`config.mk`:
```
export PLATFORM = sky130hd
export DESIGN_NAME = pressure_fetch_target
export DESIGN_NICKNAME = d
export VERILOG_FILES = /design/src/design/fetch_pkg.sv /design/src/design/meas_fifo_if.sv /design/src/design/meas_fifo.sv /design/src/design/pressure_fetch_target.sv
export VERILOG_INCLUDE_DIRS = /design/src /design/src/design
export SDC_FILE = /design/constraint.sdc
export NUM_CORES = 1
export LEC_CHECK = 0
export BUFFER_PORTS_ARGS = -buffer_cell sky130_fd_sc_hd__buf_2
export CAP_MARGIN = 25
export CELL_PAD_IN_SITES_DETAIL_PLACEMENT = 0
export CELL_PAD_IN_SITES_GLOBAL_PLACEMENT = 1
export CORE_UTILIZATION = 50
export DETAILED_ROUTE_END_ITERATION = 12
export PLACE_DENSITY_LB_ADDON = 0.15
export SLEW_MARGIN = 30
export SYNTH_ARGS = -nofsm -noshare
export SYNTH_HDL_FRONTEND = slang
export SYNTH_SLANG_ARGS = --single-unit
export TNS_END_PERCENT = 5
```
`constraint.sdc`:
```
create_clock -name SYS_CLK_I -period 10.1 [get_ports SYS_CLK_I]
set_clock_uncertainty 0.05 [all_clocks]
set_input_delay 0.505 -clock SYS_CLK_I [delete_from_list [all_inputs] [get_ports SYS_CLK_I]]
set_output_delay 0.505 -clock SYS_CLK_I [all_outputs]
set_load 0.02 [all_outputs]
```
`src/design/fetch_regs.svh`:
```
// constants of the pressure fetch target
`ifndef FETCH_REGS_SVH
`define FETCH_REGS_SVH

`define TARGET_ADDR_DEF 7'h28
`define STAT_GOOD 2'h0
`define STAT_CMD 2'h1
`define STAT_STALE 2'h2
`define STAT_DIAG 2'h3
`define PRESS_W 14
`define TEMP_W 11
`define FAULT_W 4
`define FIFO_DEPTH_DEF 8
`define BITS_PER_BYTE 4'h8
`define LAST_BYTE_IDX 3'h4
`define FILL_BYTE 8'h00
`define TEMP_PAD 5'h00

`endif

```
`src/design/fetch_pkg.sv`:
```
// types of the pressure fetch target
`include "fetch_regs.svh"

package fetch_pkg;
    typedef enum logic [2:0] {ST_IDLE, ST_ADDR, ST_ADDR_ACK, ST_SEND, ST_MACK, ST_IGNORE} link_state_e;
    typedef logic [1:0] status_t;
    typedef logic [`PRESS_W-1:0] press_t;
    typedef logic [`TEMP_W-1:0] temp_t;
    typedef logic [`FAULT_W-1:0] fault_t;
    typedef struct packed {
        logic fault;
        temp_t temp;
        press_t press;
    } meas_s;
endpackage

```
`src/design/meas_fifo_if.sv`:
```
// handshake carrier between the measurement source and the fetch logic
`timescale 1ns/1ps
`default_nettype none

interface meas_fifo_if #(parameter int W = 26);
    logic push_valid;
    logic push_ready;
    logic [W-1:0] push_data;
    logic pop_valid;
    logic pop_ready;
    logic [W-1:0] pop_data;
    modport fill(output push_valid, output push_data, input push_ready);
    modport store(input push_valid, input push_data, output push_ready,
                  output pop_valid, output pop_data, input pop_ready);
    modport drain(input pop_valid, input pop_data, output pop_ready);
endinterface

`default_nettype wire

```
`src/design/meas_fifo.sv`:
```
// shift-register fifo holding finished measurements
`timescale 1ns/1ps
`default_nettype none

module meas_fifo #(
    parameter int W = 26,
    parameter int DEPTH = 8
) (
    input wire logic clk_i,
    input wire logic rst_i,
    meas_fifo_if.store q
);
    localparam int CW = $clog2(DEPTH + 1);

    if (DEPTH < 2) begin : g_bad_depth
        $error("meas_fifo depth must be at least 2");
    end

    logic [W-1:0] entry_r [DEPTH];
    logic [CW-1:0] count_r;
    logic push_ok;
    logic pop_ok;
    logic [CW-1:0] wr_idx;

    assign q.push_ready = (count_r != CW'(DEPTH));
    assign q.pop_valid = (count_r != '0);
    assign q.pop_data = entry_r[0];
    assign push_ok = q.push_valid & q.push_ready;
    assign pop_ok = q.pop_valid & q.pop_ready;
    assign wr_idx = pop_ok ? count_r - CW'(1) : count_r;

    always_ff @(posedge clk_i) begin
        if (rst_i) begin
            count_r <= '0;
        end else if (push_ok && !pop_ok) begin
            count_r <= count_r + CW'(1);
        end else if (pop_ok && !push_ok) begin
            count_r <= count_r - CW'(1);
        end
    end

    // entries move down one place on a pop; the new word lands behind the last
    always_ff @(posedge clk_i) begin
        for (int i = 0; i < DEPTH; i++) begin
            if (push_ok && wr_idx == CW'(i)) begin
                entry_r[i] <= q.push_data;
            end else if (pop_ok && i < DEPTH - 1) begin
                entry_r[i] <= entry_r[i + 1];
            end
        end
    end
endmodule

`default_nettype wire

```
`src/design/pressure_fetch_target.sv`:
```
// i2c target that serves pressure and temperature packets
//
// Functional notes
// - answer only the configured 7-bit address, default 28 hex; ignore others
// - read begins with address and read bit one; acknowledge a matching address
// - keep sending bytes while the controller acknowledges; nack and stop end it
// - byte one: status in top two bits, pressure 13..8; byte two pressure 7..0
// - after an acknowledged second byte, send temperature bits 10..3
// - fourth byte holds temperature 2..0 on top; controller masks the low five
// - start then stop without clocks poisons the next transaction; extra start heals
// - repeated start during a transfer fails that transaction until a fresh start
// - status 00 fresh data, 01 command mode, 11 diagnostic
// - status 10 when the data was already fetched since the last measurement
// - fetch before the first measurement after reset returns stale
// - status 11 for signature, bridge open, bridge short or source loss faults
// - faults seen in a measurement show up in the following fetch
// - diagnostic holds until the fault is gone and a power-on reset occurs
`timescale 1ns/1ps
`default_nettype none

`include "fetch_regs.svh"

module pressure_fetch_target #(
    parameter logic [6:0] TARGET_ADDR = `TARGET_ADDR_DEF,
    parameter int FIFO_DEPTH = `FIFO_DEPTH_DEF
) (
    // clock and reset
    input wire logic SYS_CLK_I,
    input wire logic RESET_I,
    // i2c pins, sda is open drain
    input wire logic SCL_I,
    input wire logic SDA_I,
    output logic SDA_O,
    output logic SDA_OE_O,
    // measurement source
    input wire logic MEAS_VALID_I,
    output logic MEAS_READY_O,
    input wire fetch_pkg::press_t MEAS_PRESSURE_I,
    input wire fetch_pkg::temp_t MEAS_TEMP_I,
    input wire fetch_pkg::fault_t FAULT_I,
    input wire logic CMD_MODE_I,
    // status seen by the last fetch
    output fetch_pkg::status_t STATUS_O
);
    import fetch_pkg::*;

    localparam int MW = $bits(meas_s);

    if (FIFO_DEPTH < 2) begin : g_bad_depth
        $error("FIFO_DEPTH must be at least 2");
    end

    // the all-zero and all-one address groups are reserved on the bus
    if (TARGET_ADDR[6:3] == 4'h0 || TARGET_ADDR[6:3] == 4'hf) begin : g_bad_addr
        $error("TARGET_ADDR lies in a reserved address group");
    end

    // pin synchronisers
    logic scl_meta_r;
    logic scl_sync_r;
    logic scl_d_r;
    logic sda_meta_r;
    logic sda_sync_r;
    logic sda_d_r;

    always_ff @(posedge SYS_CLK_I) begin
        if (RESET_I) begin
            scl_meta_r <= 1'b1;
            scl_sync_r <= 1'b1;
            scl_d_r <= 1'b1;
            sda_meta_r <= 1'b1;
            sda_sync_r <= 1'b1;
            sda_d_r <= 1'b1;
        end else begin
            scl_meta_r <= SCL_I;
            scl_sync_r <= scl_meta_r;
            scl_d_r <= scl_sync_r;
            sda_meta_r <= SDA_I;
            sda_sync_r <= sda_meta_r;
            sda_d_r <= sda_sync_r;
        end
    end

    logic scl_rise;
    logic scl_fall;
    logic start_det;
    logic stop_det;

    // edges come from the synchronised copies, so every pin event is seen two clocks late and acted on at the third
    assign scl_rise = scl_sync_r & ~scl_d_r;
    assign scl_fall = ~scl_sync_r & scl_d_r;
    assign start_det = scl_sync_r & scl_d_r & sda_d_r & ~sda_sync_r;
    assign stop_det = scl_sync_r & scl_d_r & ~sda_d_r & sda_sync_r;

    // measurement fifo
    meas_fifo_if #(.W(MW)) mq ();
    meas_s push_word;

    assign push_word = '{
        fault: |FAULT_I,
        temp: MEAS_TEMP_I,
        press: MEAS_PRESSURE_I
    };
    assign mq.push_valid = MEAS_VALID_I;
    assign mq.push_data = push_word;
    assign MEAS_READY_O = mq.push_ready;

    meas_fifo #(.W(MW), .DEPTH(FIFO_DEPTH)) u_fifo (
        .clk_i(SYS_CLK_I),
        .rst_i(RESET_I),
        .q(mq.store)
    );

    link_state_e state_r;
    logic fetch_ack;

    // new data is taken only between transactions so a packet never tears
    assign mq.pop_ready = (state_r == ST_IDLE);

    // current measurement, freshness and diagnostic
    meas_s cur_r;
    logic stale_r;
    logic diag_r;
    logic pop_ok;
    meas_s pop_word;

    assign pop_ok = mq.pop_valid & mq.pop_ready;
    assign pop_word = meas_s'(mq.pop_data);

    // an address ack counts as a fetch even when the controller stops early
    always_ff @(posedge SYS_CLK_I) begin
        if (RESET_I) begin
            cur_r <= '0;
            stale_r <= 1'b1;
        end else if (pop_ok) begin
            cur_r <= pop_word;
            stale_r <= 1'b0;
        end else if (fetch_ack) begin
            stale_r <= 1'b1;
        end
    end

    // the latch survives a reset while any fault cause is still present
    always_ff @(posedge SYS_CLK_I) begin
        if (RESET_I) begin
            diag_r <= diag_r & (|FAULT_I);
        end else if (pop_ok && pop_word.fault) begin
            diag_r <= 1'b1;
        end
    end

    status_t status_now;

    // status priority: diagnostic, then command mode, then stale
    always_comb begin
        if (diag_r) begin
            status_now = `STAT_DIAG;
        end else if (CMD_MODE_I) begin
            status_now = `STAT_CMD;
        end else if (stale_r) begin
            status_now = `STAT_STALE;
        end else begin
            status_now = `STAT_GOOD;
        end
    end

    // start-stop tracking for the poisoned transaction
    logic scl_seen_r;
    logic poison_r;

    always_ff @(posedge SYS_CLK_I) begin
        if (RESET_I || start_det) begin
            scl_seen_r <= 1'b0;
        end else if (scl_rise) begin
            scl_seen_r <= 1'b1;
        end
    end

    always_ff @(posedge SYS_CLK_I) begin
        if (RESET_I) begin
            poison_r <= 1'b0;
        end else if (stop_det && state_r != ST_IDLE && !scl_seen_r) begin
            poison_r <= 1'b1;
        end else if (start_det) begin
            poison_r <= 1'b0;
        end
    end

    // link sequencing
    logic [7:0] rx_sr_r;
    logic [7:0] tx_sr_r;
    logic [3:0] bit_cnt_r;
    logic [2:0] byte_idx_r;
    logic sda_oe_r;
    status_t status_r;
    logic [7:0] next_byte;
    logic addr_hit;
    logic in_transfer;

    assign addr_hit = (rx_sr_r[7:1] == TARGET_ADDR) && rx_sr_r[0];
    assign fetch_ack = (state_r == ST_ADDR) && scl_fall && bit_cnt_r == `BITS_PER_BYTE && addr_hit;
    assign in_transfer = (state_r != ST_IDLE) && (state_r != ST_IGNORE);

    always_comb begin
        unique case (byte_idx_r)
            3'h0: next_byte = {status_r, cur_r.press[13:8]};
            3'h1: next_byte = cur_r.press[7:0];
            3'h2: next_byte = cur_r.temp[10:3];
            3'h3: next_byte = {cur_r.temp[2:0], `TEMP_PAD};
            default: next_byte = `FILL_BYTE;
        endcase
    end

    always_ff @(posedge SYS_CLK_I) begin
        if (RESET_I) begin
            status_r <= `STAT_STALE;
        end else if (fetch_ack) begin
            status_r <= status_now;
        end
    end

    always_ff @(posedge SYS_CLK_I) begin
        if (RESET_I) begin
            state_r <= ST_IDLE;
            rx_sr_r <= '0;
            tx_sr_r <= '0;
            bit_cnt_r <= '0;
            byte_idx_r <= '0;
            sda_oe_r <= 1'b0;
        end else if (stop_det) begin
            state_r <= ST_IDLE;
            sda_oe_r <= 1'b0;
        end else if (start_det) begin
            sda_oe_r <= 1'b0;
            bit_cnt_r <= '0;
            if (poison_r || in_transfer) begin
                state_r <= ST_IGNORE;
            end else begin
                state_r <= ST_ADDR;
            end
        end else begin
            unique case (state_r)
                ST_IDLE, ST_IGNORE: begin
                    sda_oe_r <= 1'b0;
                end
                ST_ADDR: begin
                    if (scl_rise) begin
                        rx_sr_r <= {rx_sr_r[6:0], sda_sync_r};
                        bit_cnt_r <= bit_cnt_r + 4'h1;
                    end else if (scl_fall && bit_cnt_r == `BITS_PER_BYTE) begin
                        if (addr_hit) begin
                            state_r <= ST_ADDR_ACK;
                            sda_oe_r <= 1'b1;
                            byte_idx_r <= '0;
                        end else begin
                            state_r <= ST_IGNORE;
                        end
                    end
                end
                ST_ADDR_ACK, ST_MACK: begin
                    if (state_r == ST_MACK && scl_rise && sda_sync_r) begin
                        state_r <= ST_IGNORE;
                    end else if (scl_fall) begin
                        state_r <= ST_SEND;
                        tx_sr_r <= next_byte;
                        sda_oe_r <= ~next_byte[7];
                        bit_cnt_r <= '0;
                        if (byte_idx_r != `LAST_BYTE_IDX) begin
                            byte_idx_r <= byte_idx_r + 3'h1;
                        end
                    end
                end
                ST_SEND: begin
                    if (scl_rise) begin
                        bit_cnt_r <= bit_cnt_r + 4'h1;
                    end else if (scl_fall) begin
                        if (bit_cnt_r == `BITS_PER_BYTE) begin
                            state_r <= ST_MACK;
                            sda_oe_r <= 1'b0;
                        end else begin
                            tx_sr_r <= {tx_sr_r[6:0], 1'b0};
                            sda_oe_r <= ~tx_sr_r[6];
                        end
                    end
                end
                // codes outside the enum fall back to idle with the pin released
                default: begin
                    state_r <= ST_IDLE;
                    sda_oe_r <= 1'b0;
                end
            endcase
        end
    end

    // open drain: the pin is only ever pulled low
    assign SDA_O = 1'b0;
    assign SDA_OE_O = sda_oe_r;
    assign STATUS_O = status_r;
endmodule

`default_nettype wire

```
== Yosys cells after proc, flatten, opt, wreduce, memory -nomap -nowiden ==
Memories as Yosys holds them, arrays and structs flattened.
Index checks and enable logic that the tools add are counted.

* Flip-flop bits (word level): 67
* Bits in writable memories: 208
* Output and inout port bits: 5
* Memories kept: 1

* Add/subtract/negate cells: 4
* Equality and inequality tests: 39
* Multiplexer cells: 92
* Bitwise operators: 25
* Reductions and logical operators: 51

{| class="wikitable"
|+ Memory list
! memory !! words !! bits a word !! rd ports !! clocked after Yosys merged registers in !! write ports !! RTL line !! text
|-
| u_fifo.entry_r || 8 || 26 || 8 || 0 || 7 || meas_fifo.sv:19 || <nowiki>logic [W-1:0] entry_r [DEPTH];</nowiki>
|}

{| class="wikitable"
|+ Operator list
! operator !! count
|-
| 26-bit two-way mux || 8
|-
| 3-bit two-way mux || 17
|-
| 1-bit two-way mux || 46
|-
| 7-bit two-way mux || 5
|-
| 8-bit one-hot mux with 4 select lines || 1
|-
| 4-bit two-way mux || 7
|-
| 26-bit OR reduction || 1
|-
| 3-bit inequality test, second input constant || 8
|-
| 1-bit logical AND || 21
|-
| 2-bit inequality test, second input constant || 9
|-
| 4-bit by 3-bit == test with 1-bit output, second input constant || 4
|-
| 7-bit one-hot mux with 2 select lines || 1
|-
| 7-bit AND reduction || 2
|-
| 3-bit by 2-bit == test with 1-bit output, second input constant || 4
|-
| 3-bit one-hot mux with 4 select lines || 1
|-
| 2-bit nonzero test || 6
|-
| 1-bit AND || 10
|-
| 9-bit AND reduction || 1
|-
| 4-bit by 1-bit adder with 4-bit output, second input constant || 2
|-
| 4-bit by 2-bit == test with 1-bit output, second input constant || 2
|-
| 4-bit inequality test, second input constant || 2
|-
| 1-bit NOT || 8
|-
| 4-bit one-hot mux with 2 select lines || 1
|-
| 8-bit AND reduction || 1
|-
| other kinds (25) || 43
|}

== Longest topological paths before layout ==
Gate-level depths: netlist of the first run.

* Depth after elaboration: 9
* Gate-level depth with buffers: 13
* Depth with buffers taken out: 10

== By module ==
Synthesis of the first run repeated with hierarchy kept, for this count alone.

* Cells, all modules: 882
* Area, all modules: 12365.6 um^2

{| class="wikitable"
|+ Modules (own cells, without submodules)
! module !! instances !! cells an instance !! area each (um^2) !! sequential area each (um^2)
|-
| meas_fifo || 1 || 504 || 9342.7 || 6326.1
|-
| pressure_fetch_target || 1 || 378 || 3022.9 || 1271.2
|}

== Worst setup path after synthesis of the first run ==
OpenSTA, ideal clock, no wires.

* Path type: register to register
* Start: reg u_fifo.count_r[1]
* End: mem u_fifo.entry_r[4][0] (netlist: u_fifo.entry_r[1][0]), enable pin
* Data arrival time: 4.196 ns
* Required time: 9.568 ns
* Setup slack: 5.372 ns
* Cell stages (with the launch flop): 7
* Path buffers: 1
* Period minus slack after synthesis: 4.728 ns
* Cell sequence: dfxtp_1 clkbuf_1 inv_1 ha_1 nand3b_1 nand2_1 o41ai_1

{| class="wikitable"
|+ RTL lines
! element !! RTL line !! text
|-
| start, declared || meas_fifo.sv:20 || <nowiki>logic [CW-1:0] count_r;</nowiki>
|-
| start signal, assigned || meas_fifo.sv:36 || <nowiki>count_r <= count_r + CW'(1);</nowiki>
|-
| start signal, assigned || meas_fifo.sv:38 || <nowiki>count_r <= count_r - CW'(1);</nowiki>
|-
| end, declared || meas_fifo.sv:19 ||
|}

== Final worst setup path of the first run ==
* Start: reg u_fifo.count_r[0]
* End: reg u_fifo.count_r[3]

* Cells in the longest elaborated chain, start to end: 5
* Elaborated cells between the ends (all ways): 13
* Those cells by class: add/sub: 2; eq/ne: 1; mux: 2; bitwise: 2; reduce/logical: 6

{| class="wikitable"
|+ Ends and longest elaborated chain
! element
|-
| parallel branches: the longest is 5 deep, another holds 4-bit by 1-bit subtractor with 4-bit output
|}

Parallel ways; which one is timed is not known. The select of a mux whose other input is x is not followed.
A chain may end at the register's enable or synchronous reset.

==> results of run 1 <==
==> metrics by stage <==
stage               power, mW  area (µm²)  hold WS, ns  setup WS, ns
floorplan                3.13       11800        0.339          5.37
global placement         3.44       12400        0.358          5.67
detailed placement       3.51       12400        0.359          6.17
CTS                      4.66       13500       0.0722          6.15
global route             4.86       13500       0.0753          5.87
finish                   4.61       13500       0.0944          6.18
==> synthesized netlist by cell type, types with 3 or more instances <==
cell        n  share of area (%)
nand4b_1    3               0.22
buf_4       8               0.51
nand3b_1    4               0.25
nand2b_1    4               0.21
ha_1       11                1.2
mux2i_1     6               0.51
buf_2      12               0.51
or4_1       3               0.19
inv_1      12               0.38
o21ai_2     7               0.52
mux2_2    181                 17
o21ai_0    19               0.80
or2_2       6               0.32
clkbuf_1   22               0.70
o31ai_1     3               0.19
a222oi_1    8               0.68
nor2b_1     5               0.26
nor2_1     26               0.82
a21oi_1    58                2.5
nand2_1    81                2.6
edfxtp_1  209                 53
xor2_1      3               0.22
or3_1       8               0.42
nand3_1    14               0.59
nand4_1     5               0.26
dfxtp_1    66                 11
nor3b_1     3               0.19
nor3_1      7               0.30
==> layer usage <==
metal	vias to the layer above	GRT usage (%)	routed length (µm)
met4	0	7.94	904
met1	3410	26.2	10300
met2	145	31.8	10800
met3	47	2.83	793
li1	3250	-	-
met5	-	0	0
==> cell usage in the layout (no fill, tap or decap), types with 10 or more instances in the layout <==
master,count
buf_2,38
inv_1,12
o21ai_0,18
nand2_1,81
a21oi_1,58
clkbuf_8,10
edfxtp_1,209
ha_1,11
nand3_1,14
clkbuf_16,29
mux2_2,181
buf_4,16
nor2_1,26
dfxtp_1,66
==> sequential cells by signal (all words and copies together), names as in the netlist, 2 cells and up <==
signal	count
u_fifo.entry_r	208
STATUS_O	2
u_fifo.count_r	4
byte_idx_r	3
rx_sr_r	8
cur_r	25
tx_sr_r	7
bit_cnt_r	4
state_r	3
==> final timing paths <==
kind | to | slack, ns | depth (start not counted)
max | u_fifo.count_r[3] | 6.18 | 11
min | scl_meta_r | 0.09 | 2
max reg2reg | u_fifo.count_r[3] | 6.18 | 11
min reg2reg | sda_sync_r | 0.37 | 1
==> report_power, final <==
part / switching (mW) / internal (mW)
clock: 0.433 / 0.705
combinational: 0.768 / 0.636
sequential: 0.145 / 1.92
total: 1.35 / 3.26
==> layout make-up <==
cell class / count / share of cell area, %
clock buffer: 43 / 6.51
timing repair buffer: 55 / 2.51
inverter: 13 / 0.371
clock inverter: 11 / 1.32
tap: 313 / 2.90
sequential: 275 / 56.3
multi-input combinational: 508 / 30.0
==> logic make-up after synthesis <==
group / share of synthesized area (%)
buffers and inverters: 2.34
and+or+nand+nor: 7.62
AOI/OAI and AO/OA: 6.54
other: 0.0317
xor gates and xnor gates: 0.370
adders and majority gates: 1.16
muxes: 17.8
DFF: 64.1
==> worst register-to-register path: cells and delay by family, from the launching register on <==
kind / cells / cell delay (ns)
buffers and inverters: 3 / 1.24
DFF: 1 / 0.74
and+or+nand+nor: 3 / 0.53
xor gates and xnor gates: 1 / 0.14
AOI/OAI and AO/OA: 2 / 0.29
adders and majority gates: 2 / 0.80
==> flow_summary.yaml, run 1 <==
timing:
  layout_min_cycle_time_ns: 3.92
  rsz0062_at_grt: "false"
  relSlewSlack_pct: 35.9
  setup_viol: 0
  slew_violations: 0
  min_period_over_period_pct: 38.8
  fmax_mhz: 255
  max_slew.worst_pin.slew_ns: 0.949
  finalHoldViolCount: 0
  tns_ns: 0
final_layout:
  layout-drive-gt1-share_pct: 34.5
  multi_input_area_um2: 4050
  seqCellArea_um2: 7600
  antenna_cells: 0
  syn2layout_area_growth_pct: 13.8
  final_util_pct: 58.8
  final_nets: 928
  nFillCells: 1820
  stdcell_count: 1218
cts:
  clkTransAtPathRegs_ns: 0.06
  post_cts_buffers: 0
  clock_sinks: 275
  cts_root_buf: "clkbuf_16"
  postCtsHoldBufs: 0
  h-tree-depth: 1
  post_cts_resized: 0
  clock_path_buffers: 3
  numCtsBuffers: 29
  cts_tree: "done"
  insertion_delay_ns: 0.55
global_routing:
  antenna_found_initial: 0
  grt_pass1_vias: 6774
  grt_max_degree: 67
  track_usage_pct: 19.5
  grt_overflow: 0
  grt_first_pass_wirelength_um: 36900
synth:
  syn-num-nets: 887
  synth_ff_type: "edfxtp_1"
  ys_ff_latch: 275
  synth_cell_types: 61
  yosysSeqAreaShare_pct: 64.1
  syn_avg_cell_area_um2: 14.1
  yosys_warnings: 0
  syn_inst: 841
  synth_area_um2: 11800
  synth_edf_count: 209
  synthArstFlopShare_pct: 0
floorplanning:
  die_area_um2: 24300
  die_w_um: 156
  io_pins: 40
  start_util_pct: 51.7
  core.rowCount: 55
  core_um2: 22900
  dieHeight_um: 156
detailed_routing:
  drc_errors: 0
  drt-total-wl_um: 22800
  avgViaCountPerCell: 5.63
  ant_nets: 0
  vias: 6852
  wl_per_cell_um: 18.7
  dr.pass1.iters: 5
  drt_iter0_markers: 540
pwr:
  p_per_area_nw_per_um2: 342
  leakagePower_nw: 4.72
  peakVddDrop_v: 0.000186
setup_path:
  cp_slowest_cell: "dfxtp_1"
  worstPathCellList: "inv_1 -> ha_1 -> nand2b_1 -> o21a_1 -> buf_4 -> clkinv_2 -> ha_1 -> or4_1 -> a21oi_1 -> xnor2_1 -> nor2_1"
  crit_start: "u_fifo.count_r[0]"
  worstSetupPathType: "flop to flop"
  slowest_delay_ns: 0.74
  rr_startpoint: "u_fifo.count_r[0]"
  crit_top_cell: "ha_1"
  worstPathMaxFanout: 36
  crit_required_ns: 10.46
  end_kind: "flop"
  crit_family: "buffers and inverters"
  cp.buffers_inverters: 3
  cp-start-kind: "flop"
  crit_arrival_ns: 4.28
placement:
  dpl.hpwl_um: 14400
  numPortBuffers: 38
  dp.cells: 1163
  gp_congestion: 0.860
outcome:
  status: "finished, final reports clean"
min_path:
  min_from: "SCL_I"
  hp-class: "primary input to flop"
job:
  drv_cap: 0
No activity file was read; power rests on OpenSTA's default activity.
==> run 2: changes to the inputs <==
CORE_UTILIZATION = 47   (was 50)
clock period = 3.5 ns   (was 10.1 ns; I/O delays follow)
==> flow_summary.yaml, run 2 (synthesis results as in run 1) <==
final_layout:
  layout-drive-gt1-share_pct: 32.8
  multi_input_area_um2: 4060
  fin_area_um2: 13700
  seqCellArea_um2: 7600
  mostFrequentLayoutCell: "edfxtp_1"
  syn2layout_area_growth_pct: 15.5
  antenna_cells: 0
  layout_top_registers: "u_fifo.entry_r (208), cur_r (25), rx_sr_r (8)"
  final_cell_mix: "edfxtp_1, mux2_2, nand2_1, dfxtp_1, a21oi_1"
  regMostFlops: "u_fifo.entry_r"
  largest_reg_flops: 208
  final_nets: 966
  stdcell_count: 1266
  nFillCells: 2066
cts:
  insertion_delay_ns: 0.54
  post_cts_resized: 0
  cts_root_buf: "clkbuf_16"
  numCtsBuffers: 30
  clock_sinks: 275
  clkTransAtPathRegs_ns: 0.06
  cts_tree: "done"
  h-tree-depth: 1
  clock_path_buffers: 3
setup_path:
  worstSetupPathType: "flop to flop"
  crit_arrival_ns: 3.19
  end_kind: "flop"
  rrSetupSlack_ns: 0.44
  cp-start-kind: "flop"
  worstPathMaxFanout: 26
  crit_required_ns: 3.63
detailed_routing:
  drt_iter0_markers: 450
  avgViaCountPerCell: 5.54
  drc_errors: 0
  ant_nets: 0
  dr.pass1.iters: 5
  vias: 7011
  wl_per_cell_um: 18.2
  drt-total-wl_um: 23100
placement:
  placed_area_um2: 12500
  gp_congestion: 0.863
  dpl.hpwl_um: 14700
  numPortBuffers: 38
  dp.cells: 1184
job:
  drv_cap: 0
pwr:
  peakVddDrop_v: 0.000714
  p_total_mw: 13.0
  leakagePower_nw: 4.81
  p_per_area_nw_per_um2: 950
global_routing:
  grt_overflow: 0
  track_usage_pct: 18.3
  antenna_found_initial: 0
  grt_pass1_vias: 7159
  grt_first_pass_wirelength_um: 37700
  grt_max_degree: 42
min_path:
  hp-class: "primary input to flop"
timing:
  slew_violations: 0
  setup_viol: 0
  fmax_mhz: 327
  max_slew.worst_pin.slew_ns: 0.884
  finalHoldViolCount: 0
  rsz0062_at_grt: "false"
  fin_hold_ws_ns: 0.0390
  relSlewSlack_pct: 40.7
  tns_ns: 0
  layout_min_cycle_time_ns: 3.06
  min_period_over_period_pct: 87.5
floorplanning:
  die_w_um: 161
  dieHeight_um: 161
  die_area_um2: 25800
  core_um2: 24500
  core.rowCount: 57
  io_pins: 40
  start_util_pct: 48.3
outcome:
  status: "finished, final reports clean"
==> run 2: cell count changes in the layout (fill, tap and decap cells not counted), moves of 3 or more <==
cell / delta
dlygate4sd3_1: +28
buf_4: +10
clkbuf_8: -9
clkinv_1: +7
clkbuf_1: +4
bufinv_16: -3
==> run 2: layout make-up <==
cell class | count | area share, %
inverters | 13 | 0.356
flip-flops and latches | 275 | 55.5
clock inverters | 14 | 0.676
well taps | 324 | 2.96
repair buffers | 92 | 4.86
clock buffers | 40 | 5.99
multi-input cells | 508 | 29.7
==> run 2: worst paths after layout <==
check | startpoint | cells after the start | to
setup / recovery | u_fifo.count_r[1] | 10 | u_fifo.entry_r[1][95]
hold reg to reg | sda_meta_r | 1 | sda_sync_r
setup reg to reg | u_fifo.count_r[1] | 10 | u_fifo.entry_r[1][95]
hold / removal | RESET_I | 2 | bit_cnt_r[0]
==> run 2: critical path, stage by stage (launching register included) <==
cell and delay [ns]:
dfxtp_1 0.30, buf_4 0.23, inv_1 0.16, ha_1 0.23, nand2b_1 0.07, o21a_1 0.13, clkinv_1 0.45, nor3_1 0.35
a31oi_1 0.10, nor3_2 0.17, buf_4 0.42
==> run 2: metal layers <==
metal	global-route usage [%]	vias to the layer above	wire, µm
met5	0	-	0
met1	24.1	3509	10500
met3	2.76	41	816
li1	-	3325	-
met4	5.49	0	573
met2	31.1	136	11200
==> run 2: report_power, final <==
part | total (mW) | internal (mW) | switching, mW
combinational | 4.14 | 1.89 | 2.26
clock | 2.92 | 1.70 | 1.21
sequential | 5.94 | 5.55 | 0.396
==> run 2: through the flow <==
step,util (%),setup slack [ns]
global route,55.8,0.244
CTS,55.8,0.455
global placement,50.9,0.637
detailed placement,50.9,0.491
floorplan,-,-0.695
finish,55.8,0.438
==> run 2: timing repair <==
item	4_1_cts	5_1_grt
setup buffers	0	0
hold buffers	28	0
hold endpoints to repair	153	0
==> run 3: changes to the inputs <==
SYNTH_HIERARCHICAL = 1   (was not set)
==> flow_summary.yaml, run 3 <==
outcome:
  status: "finished, final reports clean"
synth:
  synthSimpleGateAreaFrac_pct: 7.99
  yosys_warnings: 6
  yosysSeqAreaShare_pct: 61.4
  syn_avg_cell_area_um2: 14.0
  ys_ff_latch: 275
  synth_ff_type: "edfxtp_1"
  syn_inst: 882
  synth_adder_area_share_pct: 1.01
  synth_top_family_by_area: "multiplexers"
  synth_area_um2: 12400
  synth_edf_count: 209
  synth.most_common_cell: "edfxtp_1"
  synth_xor_area_share_pct: 0.283
  synthArstFlopShare_pct: 0
  synth_area_leaders: "edfxtp_1, mux2_2, dfxtp_1"
  synth.largest_area_cell: "edfxtp_1"
  synthTopCellsByCount: "edfxtp_1, mux2_2, nand2_1"
  synth_compound_area_share_pct: 6.50
  syn-num-nets: 927
  synth.mux.area_fraction_pct: 18.3
  synth_cell_types: 69
  synth_top_area_share_pct: 50.8
final_layout:
  stdcell_count: 1285
  multi_input_area_um2: 4260
  fin_area_um2: 14000
  mostFrequentLayoutCell: "edfxtp_1"
  final_nets: 976
  antenna_cells: 0
  nFillCells: 2142
  final_util_pct: 53.9
  regMostFlops: "u_fifo/entry_r"
  seqCellArea_um2: 7600
  final_cell_mix: "edfxtp_1, mux2_2, nand2_1, dfxtp_1, a21oi_1"
  layout_top_registers: "u_fifo/entry_r (208), cur_r (25), rx_sr_r (8)"
  layout-drive-gt1-share_pct: 32.8
  syn2layout_area_growth_pct: 12.9
  largest_reg_flops: 208
cts:
  cts_root_buf: "clkbuf_16"
  cts_tree: "done"
  clkTransAtPathRegs_ns: 0.06
  h-tree-depth: 1
  clock_path_buffers: 3
  numCtsBuffers: 30
  insertion_delay_ns: 0.54
  clock_sinks: 275
detailed_routing:
  ant_nets: 0
  drt_iter0_markers: 360
  vias: 6972
  avgViaCountPerCell: 5.43
  drc_errors: 0
  dr.pass1.iters: 5
  drt-total-wl_um: 22900
  wl_per_cell_um: 17.8
setup_path:
  end_kind: "flop"
  slowest_delay_ns: 0.57
  cp_slowest_cell: "dfxtp_1"
  crit_required_ns: 3.86
  crit_arrival_ns: 3.53
  crit_top_cell: "ha_1"
  worstPathCellList: "inv_1 -> ha_1 -> or3b_1 -> and2_1 -> clkinv_4 -> ha_1 -> or4_1 -> a21oi_1 -> xnor2_1 -> nor2_1"
  worstPathMaxFanout: 14
  rr_startpoint: "u_fifo/count_r[0]"
  rr_endpoint: "u_fifo/count_r[3]"
  worstSetupPathType: "flop to flop"
  cp-start-kind: "flop"
  reg2regPathDepth: 10
  rrSetupSlack_ns: 0.33
global_routing:
  grt_first_pass_wirelength_um: 37200
  antenna_found_initial: 0
  grt_overflow: 0
  grt_max_degree: 44
  track_usage_pct: 17.5
  grt_pass1_vias: 6941
timing:
  fmax_mhz: 316
  max_slew.worst_pin.slew_ns: 0.942
  layout_min_cycle_time_ns: 3.17
  fin_hold_ws_ns: 0.0692
  min_period_over_period_pct: 90.5
  fin_ws_ns: 0.332
  slew_violations: 0
  relSlewSlack_pct: 37.2
  tns_ns: 0
  finalHoldViolCount: 0
  setup_viol: 0
  rsz0062_at_grt: "false"
pwr:
  p_total_mw: 14.7
  p_per_area_nw_per_um2: 1050
  leakagePower_nw: 5.02
  peakVddDrop_v: 0.000592
placement:
  place_ws_ns: 0.361
  gp_congestion: 0.876
  placed_area_um2: 12700
  dp.cells: 1205
  dpl.hpwl_um: 15300
  numPortBuffers: 38
floorplanning:
  core.rowCount: 59
  start_util_pct: 47.7
  die_area_um2: 27000
  core_um2: 25900
  dieHeight_um: 164
  die_w_um: 164
  io_pins: 40
min_path:
  holdPathEnd: "u_fifo/entry_r[1][103]"
  min_from: "MEAS_VALID_I"
  hp-class: "primary input to flop"
  hold_depth: 3
job:
  drv_cap: 0
-- run 3: cell count changes in the layout (fill, tap and decap cells not counted), moves of 4 or more --
cell      change
mux2_4       +40
mux2_2       -39
a21oi_1       -6
buf_4         -6
nand2_1       +5
clkinv_2      -4
-- run 3: what timing repair did --
action                    4_1_cts  5_1_grt
hold buffers                   29        0
hold endpoints to repair       33        0
resized for setup               0        0
setup buffers                   0        0
-- run 3: critical path: cells and delay by family, from the launching register on --
family	cells	cell delay [ns]
adder cells (fa/ha/maj)	2	0.64
XOR/XNOR	1	0.14
AND/OR/NAND/NOR	4	1.06
buffers and inverters	2	0.40
flip-flops	1	0.57
AO/OA/AOI/OAI	1	0.17
-- run 3: area by class of cell --
cell class,count,share of cell area [%]
Sequential cell,275,54.4
Multi-Input combinational cell,521,30.5
Clock buffer,40,5.87
Timing Repair Buffer,89,4.80
Tap cell,335,3.00
Clock inverter,11,0.968
Inverter,14,0.412
-- run 3: worst max path at each step --
stage | from | cells past startpoint | to | slack [ns]
finish | u_fifo/count_r[0] | 10 | u_fifo/count_r[3] | 0.33
global route | u_fifo/count_r[0] | 10 | u_fifo/count_r[3] | 0.08
CTS | u_fifo/count_r[0] | 10 | u_fifo/count_r[3] | 0.34
detailed placement | u_fifo/count_r[0] | 10 | u_fifo/count_r[3] | 0.36
global placement | u_fifo/count_r[0] | 10 | u_fifo/count_r[3] | 0.45
floorplan | u_fifo/count_r[0] | 6 | u_fifo/entry_r[1][52] | -0.36
-- run 3: metal layers --
layer / global-route usage [%] / share of wire, % / up-vias
met5: 0 / 0 / -
met3: 2.68 / 3.0 / 32
met2: 27.5 / 46 / 105
met1: 25.2 / 49 / 3459
li1: - / - / 3376
met4: 4.21 / 1.8 / 0
-- run 3: cell families (layout without fill, tap and decap cells) --
group / count (synthesis) / after routing
AOI/OAI and AO/OA: 121 / 121
xor gates and xnor gates: 4 / 4
adders and majority gates: 10 / 10
buffers and inverters: 86 / 154
DFF: 275 / 275
muxes: 188 / 188
other: 1 / 1
and+or+nand+nor: 197 / 197
-- run 3: report_power, final --
| part | internal, mW | total [mW] | switching [mW] |
|---|---|---|---|
| logic | 2.68 | 5.46 | 2.78 |
| clock network | 1.85 | 3.06 | 1.21 |
| registers | 5.76 | 6.18 | 0.425 |
| total | 10.3 | 14.7 | 4.41 |
